### src/logic/lhg_pkg.sv
// package: register map and reset values for the display header gpio block
// assumes an apb slave with 32-bit data, byte addresses as printed
package lhg_pkg;
  localparam logic [31:0] DATA_VALUE_ADDR = 32'h8084_0000;
  localparam logic [31:0] DATA_DIR_ADDR = 32'h8084_0010;
  localparam logic [31:0] CTRL_VALUE_ADDR = 32'h8084_0040;
  localparam logic [31:0] CTRL_DIR_ADDR = 32'h8084_0044;
  localparam int DATA_WIDTH = 8;
  localparam int CTRL_LO_BIT = 3;
  localparam int STROBE_BIT = 3;
  localparam int REG_SELECT_BIT = 4;
  localparam int WRITE_N_BIT = 5;
  localparam int CTRL_LINES = 3;
  localparam logic [7:0] VALUE_RESET = 8'h00;
  localparam logic [7:0] DIR_RESET = 8'h00;
  localparam logic [7:0] CTRL_MASK = 8'h38;
  localparam logic [7:0] OTHER_RESET = 8'h00;
  typedef enum {LHG_REG_DATA_VAL, LHG_REG_DATA_DIR, LHG_REG_CTRL_VAL, LHG_REG_CTRL_DIR, LHG_REG_NONE} lhg_reg_t;
endpackage

### src/logic/lhg_gpio_port.sv
// top: apb register file and pin drivers for the display header gpio block
// assumes board pull-ups on the control lines and an apb master on pclk
`timescale 1ns/1ps
module lhg_gpio_port (
  input wire logic pclk,
  input wire logic presetn,
  input wire logic psel,
  input wire logic penable,
  input wire logic pwrite,
  input wire logic [31:0] paddr,
  input wire logic [31:0] pwdata,
  output logic [31:0] prdata,
  output logic pready,
  output logic pslverr,
  input wire logic [7:0] disp_data_in,
  output logic [7:0] disp_data_out,
  output logic [7:0] disp_data_oe,
  input wire logic disp_strobe_in,
  output logic disp_strobe_out,
  output logic disp_strobe_oe,
  input wire logic disp_reg_select_in,
  output logic disp_reg_select_out,
  output logic disp_reg_select_oe,
  input wire logic disp_write_n_in,
  output logic disp_write_n_out,
  output logic disp_write_n_oe,
  input wire logic [4:0] other_ctrl_in,
  output logic [4:0] other_ctrl_out,
  output logic [4:0] other_ctrl_oe
);
  ////////////////////////////////////////////////////////////////////////////
  function automatic lhg_pkg::lhg_reg_t decode(input logic [31:0] a);
    case (a)
      lhg_pkg::DATA_VALUE_ADDR: decode = lhg_pkg::LHG_REG_DATA_VAL;
      lhg_pkg::DATA_DIR_ADDR: decode = lhg_pkg::LHG_REG_DATA_DIR;
      lhg_pkg::CTRL_VALUE_ADDR: decode = lhg_pkg::LHG_REG_CTRL_VAL;
      lhg_pkg::CTRL_DIR_ADDR: decode = lhg_pkg::LHG_REG_CTRL_DIR;
      default: decode = lhg_pkg::LHG_REG_NONE;
    endcase
  endfunction

  // one mux for both ports: a driven bit reads its own value, an input bit the synchronised pin
  function automatic logic [7:0] pin_view(input logic [7:0] val, input logic [7:0] dir, input logic [7:0] pins);
    pin_view = (val & dir) | (pins & ~dir);
  endfunction

  lhg_pkg::lhg_reg_t sel;
  logic access;
  logic wr_en;
  logic [7:0] data_val_q;
  logic [7:0] data_dir_q;
  logic [7:0] ctrl_val_q;
  logic [7:0] ctrl_dir_q;
  logic [7:0] data_pins;
  logic [7:0] ctrl_pins;
  logic [7:0] ctrl_raw;
  logic [31:0] rdata_d;

  assign sel = decode(paddr);
  // two-cycle access phase: one wait state, pready answers in the second penable cycle
  // the !pready term stops a second store in the cycle that answers
  assign access = psel && penable && !pready;
  assign wr_en = access && pwrite;

  ////////////////////////////////////////////////////////////////////////////
  // pin inputs synchronised before any read-back
  lhg_sync2 #(.WIDTH(8)) u_data_sync (
    .pclk(pclk),
    .presetn(presetn),
    .async_in(disp_data_in),
    .sync_out(data_pins)
  );
  // undriven control inputs come in high through the board pull-ups
  assign ctrl_raw = {other_ctrl_in[4:3], disp_write_n_in, disp_reg_select_in, disp_strobe_in,
    other_ctrl_in[2:0]};
  lhg_sync2 #(.WIDTH(8)) u_ctrl_sync (
    .pclk(pclk),
    .presetn(presetn),
    .async_in(ctrl_raw),
    .sync_out(ctrl_pins)
  );

  ////////////////////////////////////////////////////////////////////////////
  // value and direction registers, all lines start as inputs
  always_ff @(posedge pclk or negedge presetn) begin
    if (!presetn) begin
      data_val_q <= lhg_pkg::VALUE_RESET;
      data_dir_q <= lhg_pkg::DIR_RESET;
    end else if (wr_en) begin
      if (sel == lhg_pkg::LHG_REG_DATA_VAL) data_val_q <= pwdata[7:0];
      if (sel == lhg_pkg::LHG_REG_DATA_DIR) data_dir_q <= pwdata[7:0];
    end
  end

  // whole byte written: other bits belong to other board functions
  always_ff @(posedge pclk or negedge presetn) begin
    if (!presetn) begin
      ctrl_val_q <= lhg_pkg::VALUE_RESET;
      ctrl_dir_q <= lhg_pkg::DIR_RESET;
    end else if (wr_en) begin
      if (sel == lhg_pkg::LHG_REG_CTRL_VAL) ctrl_val_q <= pwdata[7:0];
      if (sel == lhg_pkg::LHG_REG_CTRL_DIR) ctrl_dir_q <= pwdata[7:0];
    end
  end

  ////////////////////////////////////////////////////////////////////////////
  // pin read-back: outputs read the driven value, inputs read the pin
  always_comb begin
    rdata_d = 32'h0000_0000;
    case (sel)
      lhg_pkg::LHG_REG_DATA_VAL: rdata_d[7:0] = pin_view(data_val_q, data_dir_q, data_pins);
      lhg_pkg::LHG_REG_DATA_DIR: rdata_d[7:0] = data_dir_q;
      lhg_pkg::LHG_REG_CTRL_VAL: rdata_d[7:0] = pin_view(ctrl_val_q, ctrl_dir_q, ctrl_pins);
      lhg_pkg::LHG_REG_CTRL_DIR: rdata_d[7:0] = ctrl_dir_q;
      default: rdata_d = 32'h0000_0000;
    endcase
  end

  // unmapped address: error flagged, write dropped, read returns zero
  always_ff @(posedge pclk or negedge presetn) begin
    if (!presetn) begin
      pready <= 1'b0;
      pslverr <= 1'b0;
      prdata <= 32'h0000_0000;
    end else begin
      pready <= access;
      pslverr <= access && (sel == lhg_pkg::LHG_REG_NONE);
      if (access && !pwrite) prdata <= rdata_d;
    end
  end

  ////////////////////////////////////////////////////////////////////////////
  // pin drivers from flops; the display write sequence is software's job
  // reset leaves every line an input so nothing fights the display at power-up
  always_ff @(posedge pclk or negedge presetn) begin
    if (!presetn) begin
      disp_data_out <= lhg_pkg::VALUE_RESET;
      disp_data_oe <= lhg_pkg::DIR_RESET;
      disp_strobe_out <= lhg_pkg::VALUE_RESET[lhg_pkg::STROBE_BIT];
      disp_strobe_oe <= lhg_pkg::DIR_RESET[lhg_pkg::STROBE_BIT];
      disp_reg_select_out <= lhg_pkg::VALUE_RESET[lhg_pkg::REG_SELECT_BIT];
      disp_reg_select_oe <= lhg_pkg::DIR_RESET[lhg_pkg::REG_SELECT_BIT];
      disp_write_n_out <= lhg_pkg::VALUE_RESET[lhg_pkg::WRITE_N_BIT];
      disp_write_n_oe <= lhg_pkg::DIR_RESET[lhg_pkg::WRITE_N_BIT];
      other_ctrl_out <= {lhg_pkg::VALUE_RESET[7:6], lhg_pkg::VALUE_RESET[2:0]};
      other_ctrl_oe <= {lhg_pkg::DIR_RESET[7:6], lhg_pkg::DIR_RESET[2:0]};
    end else begin
      disp_data_out <= data_val_q;
      disp_data_oe <= data_dir_q;
      disp_strobe_out <= ctrl_val_q[lhg_pkg::STROBE_BIT];
      disp_strobe_oe <= ctrl_dir_q[lhg_pkg::STROBE_BIT];
      disp_reg_select_out <= ctrl_val_q[lhg_pkg::REG_SELECT_BIT];
      disp_reg_select_oe <= ctrl_dir_q[lhg_pkg::REG_SELECT_BIT];
      disp_write_n_out <= ctrl_val_q[lhg_pkg::WRITE_N_BIT];
      disp_write_n_oe <= ctrl_dir_q[lhg_pkg::WRITE_N_BIT];
      other_ctrl_out <= {ctrl_val_q[7:6], ctrl_val_q[2:0]};
      other_ctrl_oe <= {ctrl_dir_q[7:6], ctrl_dir_q[2:0]};
    end
  end
endmodule

### src/logic/lhg_sync2.sv
// two-flop synchroniser for a vector of pin inputs
// assumes pins are asynchronous to pclk
`timescale 1ns/1ps
module lhg_sync2 #(
  parameter int WIDTH = 8
) (
  input wire logic pclk,
  input wire logic presetn,
  input wire logic [WIDTH-1:0] async_in,
  output logic [WIDTH-1:0] sync_out
);
  logic [WIDTH-1:0] meta_q;
  // reset to ones: matches pulled-up idle lines
  always_ff @(posedge pclk or negedge presetn) begin
    if (!presetn) begin
      meta_q <= '1;
      sync_out <= '1;
    end else begin
      meta_q <= async_in;
      sync_out <= meta_q;
    end
  end
endmodule

### config.mk
export PLATFORM = sky130hd
export DESIGN_NAME = lhg_gpio_port
export DESIGN_NICKNAME = d
export VERILOG_FILES = /design/src/logic/lhg_pkg.sv /design/src/logic/lhg_gpio_port.sv /design/src/logic/lhg_sync2.sv
export SDC_FILE = /design/constraint.sdc
export NUM_CORES = 1
export LEC_CHECK = 0
export CAP_MARGIN = 40
export CORE_MARGIN = 3
export CORE_UTILIZATION = 30
export DETAILED_ROUTE_END_ITERATION = 7
export DONT_BUFFER_PORTS = 1
export PLACE_DENSITY = 0.52
export SLEW_MARGIN = 25
export SYNTH_ARGS = -nofsm -noshare
export SYNTH_HDL_FRONTEND = slang
export SYNTH_HIERARCHICAL = 1
export SYNTH_SLANG_ARGS = --single-unit
### constraint.sdc
create_clock -name pclk -period 3.8 [get_ports pclk]
set_clock_uncertainty 0.1 [all_clocks]
set_input_delay 0.38 -clock pclk [delete_from_list [all_inputs] [get_ports pclk]]
set_output_delay 0.38 -clock pclk [all_outputs]
set_load 0.05 [all_outputs]
==> flow_summary.toml, run 1 <==
[status]
status = "finished clean"

[routing]
drt_iter0_drc = 117
num_vias = 2189
drc_errors = 0
ant_nets = 0
viasPerCell = 4.56
routedWlPerCell_um = 18.4
firstDrtPassIters = 4
routed_wl_um = 8830

[die]
die_area_um2 = 14700
core_area_um2 = 12800
num_rows = 41
io_pins = 151
start_util_pct = 31.1
die_w_um = 121
die_h_um = 121

[clocking]
clockBufferDepth = 2
h-tree-depth = 3
clk_pin_slew_worst_paths_ns = 0.06
postCtsSetupBuffers = 0
cts_tree = "done"
clockRootBuffer = "clkbuf_16"
clk_latency_ns = 0.35
cts.sinks = 106
cts_buffers = 9

[timing]
hold_viol_final = 0
slew_headroom_pct = 57.6
worst_pin_slew_ns = 0.630
finalMaxSlewViolations = 0
tns_ns = 0
setup_ws_ns = 0.931
rsz0062_at_grt = "no"
finalSetupViolCount = 0
fin_crit_sh_pct = 75.5
max_freq_ghz = 0.349
fin_crit_ns = 2.87

[synth]
synth.distinct_cells = 32
synth_warnings = 6
async_reset_ff_share_pct = 100
ys_seq_area_share_pct = 67.6
synth_area_per_cell_um2 = 14.4
ys_ff_latch = 106
synth_edf_count = 0
synth.cell_area_um2 = 3990
synthFlopType = "dfrtp_1"
syn_inst = 277

[setup_path]
arrival_ns = 3.00
startpoint = "pready$_DFF_PN0_"
startpoint_type = "register"
worst-path-max-fanout = 5
worstSetupPathType = "register to register"
worstReg2RegStart = "pready$_DFF_PN0_"
critPathMaxStageDelay_ns = 0.61
end_kind = "register"
worstPathCellList = "and4b_1 -> nand4_1 -> nor4_4 -> buf_4 -> mux2_2"
rrSetupSlack_ns = 0.93
cp_data_required_time_ns = 3.93
crit_buf_inv = 1
cpMaxStageDelayCell = "nor4_4"
critPathTopFamily = "simple AND/OR/NAND/NOR gates"

[worst_hold_path]
min-delay-start = "pwdata[7]"
min_path_type = "input pin to register"

[place]
dp_hpwl_um = 5910
dp_slack_ns = 0.601
dpl_cell_area_um2 = 4120
place.gp.congestion = 0.712
io_buffers = 0
place_inst = 446

[grt]
antenna_found_initial = 0
grt_pass1_wl_um = 13200
grt_pass1_vias = 2211
grt-ovfl-total = 0
grt_use_total_pct = 12.6
grt_max_degree = 107

[power]
vdd_drop_max_mv = 0.252
p_leak_uw = 0.00207
total_power_uw = 2240
power.density_nw_per_um2 = 485

[run]
maxCapViolations = 0

[layout]
final_cell_count_no_fill = 480
antenna_cells = 0
finalInstanceArea_um2 = 4620
layout.nets = 388
layout-drive-gt1-share_pct = 33.1
synthToLayoutAreaGrowth_pct = 15.9
report_power, final:
group	internal, µW	switching (µW)	total [µW]	leakage (µW)
clock network	543	403	946	0.000151
logic	30.3	94.3	125	0.000548
registers	1160	9.99	1170	0.00137
total	1730	507	2240	0.00207
per-stage QoR:
stage               util [%]  hold WS [ns]
floorplan                  -       -0.0156
global placement        32.1       -0.0112
detailed placement      32.1       -0.0122
CTS                     36.0        0.0477
global route            36.0        0.0535
finish                  36.0        0.0615
synthesized netlist by cell type (2+ instances only):
master    instances  area, µm²
nand2b_1          7       43.8
clkbuf_1          7       26.3
nor4_4            4       85.1
mux2_2           31        349
nor2_1            3       11.3
nor4_1            3       18.8
o31ai_1           8       60.1
nand2_1          12       45.0
buf_4            25        188
or2_2             3       18.8
dfrtp_1          74       1850
or3b_2            9       78.8
nor4b_1           3       26.3
nand4_1           2       12.5
a21oi_1          14       70.1
dfstp_2          32        841
or4_1             3       22.5
mux2i_1           3       30.0
o21ai_0          21        105
kinds of logic (layout without fill, tap and decap cells):
group	after synthesis	in the layout	share of synthesized area (%)
DFF	106	106	67.6
buffers and inverters	32	40	5.37
other	1	24	0.0941
and+or+nand+nor	56	56	10.5
AOI/OAI and AO/OA	47	47	6.66
muxes	35	35	9.80
metal layers:
metal	GRT usage, %	up-vias	share of wire (%)
li1	-	978	-
met1	15.4	1119	41
met2	19.5	82	49
met3	5.41	10	8.8
met4	5.25	0	1.6
met5	0	-	0
cell usage in the layout (no fill, tap or decap), types with 2 or more instances in the layout:
| master | instances |
|---|---|
| a21oi_1 | 14 |
| buf_4 | 6 |
| clkbuf_16 | 9 |
| clkbuf_8 | 2 |
| clkinv_2 | 3 |
| conb_1 | 24 |
| dfrtp_1 | 74 |
| dfstp_2 | 32 |
| dlygate4sd3_1 | 17 |
| mux2_2 | 31 |
| mux2i_1 | 3 |
| nand2_1 | 12 |
| nand2b_1 | 7 |
| nand4_1 | 2 |
| nor2_1 | 3 |
| nor4_1 | 3 |
| nor4_4 | 4 |
| nor4b_1 | 3 |
| o21ai_0 | 21 |
| o31ai_1 | 8 |
| or2_2 | 3 |
| or3b_2 | 9 |
| or4_1 | 3 |
path summary, 6_finish.rpt:
check / endpoint / depth (start not counted)
max: ctrl_dir_q[4]$_DFFE_PN0P_ / 5
min in group asynchronous: data_val_q[3]$_DFFE_PN0P_ / 2
min reg2reg: u_ctrl_sync/sync_out[5]$_DFF_PN1_ / 0
min: data_val_q[7]$_DFFE_PN0P_ / 1
max reg2reg: ctrl_dir_q[4]$_DFFE_PN0P_ / 5
max in group asynchronous: u_ctrl_sync/meta_q[1]$_DFF_PN1_ / 2
layout make-up:
class                   count  area, µm²
fillers                  1244       8200
repair buffers             24        243
multi-input cells         162       1160
clock inverters             5       52.6
flip-flops and latches    106       2690
clock buffers              11        253
well taps                 172        215
repair_timing:
action | in CTS | in global routing
gates resized for setup | 0 | 0
hold endpoints to repair | 122 | 0
hold buffers | 18 | 0
Note: power is estimated with default switching activity, not from simulation.
==> inputs of run 2 (changes only) <==
--- a/config.mk
+++ b/config.mk
@@ -10,7 +10,7 @@
 export CORE_UTILIZATION = 30
 export DETAILED_ROUTE_END_ITERATION = 7
 export DONT_BUFFER_PORTS = 1
-export PLACE_DENSITY = 0.52
+export PLACE_DENSITY = 0.53
 export SLEW_MARGIN = 25
 export SYNTH_ARGS = -nofsm -noshare
 export SYNTH_HDL_FRONTEND = slang
==> constraint.sdc (replaced) <==
create_clock -name pclk -period 2.5 [get_ports pclk]
set_clock_uncertainty 0.1 [all_clocks]
set_input_delay 0.25 -clock pclk [delete_from_list [all_inputs] [get_ports pclk]]
set_output_delay 0.25 -clock pclk [all_outputs]
set_load 0.05 [all_outputs]
==> run 2 against run 1 <==
- the run now ends with negative hold slack left
- core utilization up 0.92 points
- critical path depth rose by 1
- via count is 4.0% higher
- register-to-register slack worse by 0.38 ns
- global-route usage is 0.47 points higher
- non-clock buffer count rose by 15
- clock power increased by 53%
- first-iteration DRC count is 20% lower
- setup slack lost 0.68 ns
- die area unchanged
==> flow_summary.toml, run 2 (synthesis results as in run 1) <==
[grt]
grt-ovfl-total = 0
grt_use_total_pct = 13.0
grt_max_degree = 107
grt_pass1_wl_um = 13900
antenna_found_initial = 0
grt_pass1_vias = 2364

[timing]
fin_crit_sh_pct = 90.1
finalMaxSlewViolations = 0
max_freq_ghz = 0.444
hold-worst-slack_ns = -0.508
slew_headroom_pct = 58.8
setup_ws_ns = 0.248
hold_viol_final = 106
fin_crit_ns = 2.25
worst_pin_slew_ns = 0.613
rsz0062_at_grt = "no"
finalSetupViolCount = 0

[die]
start_util_pct = 31.1
die_h_um = 121
num_rows = 41
core_area_um2 = 12800
die_area_um2 = 14700
io_pins = 151
die_w_um = 121

[routing]
top_layer = "met4"
drc_errors = 0
route.met2.wl_um = 4240
routedWlPerCell_um = 18.3
ant_nets = 0
wl_met1_um = 4060
drt_iter0_drc = 94
viasPerCell = 4.60
firstDrtPassIters = 4
routed_wl_um = 9070
num_vias = 2277
met3_wirelength_um = 582

[worst_hold_path]
min_path_type = "input pin to asynchronous set/reset pin"

[setup_path]
startpoint_type = "input pin"
worstPathCellList = "or4_1 -> or4_1 -> buf_4 -> nor4_4 -> buf_4 -> mux2_2"
cp_data_required_time_ns = 2.63
end_kind = "register"
worstSetupPathType = "input pin to register"
worst-path-max-fanout = 5
arrival_ns = 2.38
rrSetupSlack_ns = 0.55
cpMaxStageDelayCell = "or4_1"
critPathMaxStageDelay_ns = 0.60

[clocking]
clk_pin_slew_worst_paths_ns = 0.07
hold_buffers = 26
cts_resized = 0
clockBufferDepth = 2
h-tree-depth = 3
postCtsSetupBuffers = 0
clockRootBuffer = "clkbuf_16"
cts_tree = "done"
clk_latency_ns = 0.35
cts_buffers = 9
cts.sinks = 106

[place]
dpl_cell_area_um2 = 4170
place.gp.congestion = 0.723
io_buffers = 0
place_inst = 453
dp_hpwl_um = 6290
dp_slack_ns = -0.114

[layout]
mostFrequentLayoutCell = "dfrtp_1"
seq_area_um2 = 2690
layout.nets = 403
finalInstanceArea_um2 = 4740
final_cell_count_no_fill = 495
antenna_cells = 0
layout-drive-gt1-share_pct = 33.4
multiInputGateArea_um2 = 1160
final_cell_mix = "dfrtp_1, dfstp_2, mux2_2"
fill_cells = 1254
synthToLayoutAreaGrowth_pct = 18.9

[power]
power.density_nw_per_um2 = 716
vdd_drop_max_mv = 0.298
p_leak_uw = 0.00213
total_power_uw = 3390

[status]
violations = "negative hold slack"
status = "complete, but fails checks"

[run]
maxCapViolations = 0
run 2: cell count changes in the layout (fill, tap and decap cells not counted):
cell	change
buf_16	-1
buf_4	+7
clkbuf_8	-2
clkinv_2	-3
clkinv_4	+2
clkinvlp_4	-1
dlygate4sd3_1	+9
inv_6	+4
run 2: cell type report:
cell class	count	area share, %
flip-flops and latches	106	56.8
repair buffers	39	7.55
clock buffers	9	4.75
well taps	172	4.54
clock inverters	7	1.74
multi-input cells	162	24.6
run 2: worst paths after layout:
| check | startpoint | to | cells after the start |
|---|---|---|---|
| max in group asynchronous | presetn | u_ctrl_sync/sync_out[1]$_DFF_PN1_ | 0 |
| hold reg to reg | u_ctrl_sync/meta_q[6]$_DFF_PN1_ | u_ctrl_sync/sync_out[6]$_DFF_PN1_ | 0 |
| hold / removal | presetn | other_ctrl_out[3]$_DFF_PN0_ | 0 |
| min in group pclk | paddr[5] | prdata[5]$_DFFE_PN0P_ | 3 |
| setup reg to reg | pready$_DFF_PN0_ | ctrl_val_q[7]$_DFFE_PN0P_ | 6 |
| setup / recovery | paddr[3] | data_val_q[5]$_DFFE_PN0P_ | 6 |
run 2: per-layer routing:
layer | global-route usage, % | vias to the layer above
li1 | - | 1016
met1 | 17.0 | 1159
met2 | 20.2 | 89
met3 | 4.66 | 13
met4 | 4.55 | 0
met5 | 0 | -
run 2: worst max-delay path, delay by kind of cell:
| kind | cells | cell delay (ns) |
|---|---|---|
| and+or+nand+nor | 3 | 1.38 |
| buffers and inverters | 2 | 0.41 |
| muxes | 1 | 0.34 |
run 2: stage by stage:
stage / setup TNS [ns] / utilization (%) / hold slack, ns
5_1_grt: 0 / 36.9 / -0.534
3_5_place_dp: -1.65 / 32.5 / -0.143
6_report: 0 / 36.9 / -0.508
4_1_cts: 0 / 36.9 / -0.525
3_3_place_gp: -1.25 / 32.5 / -0.143
2_1_floorplan: 0 / - / -0.146
run 2: power by group:
group	internal [µW]	switching [µW]
clock	795	652
sequential	1760	11.1
combinational	52.2	122
total	2610	785
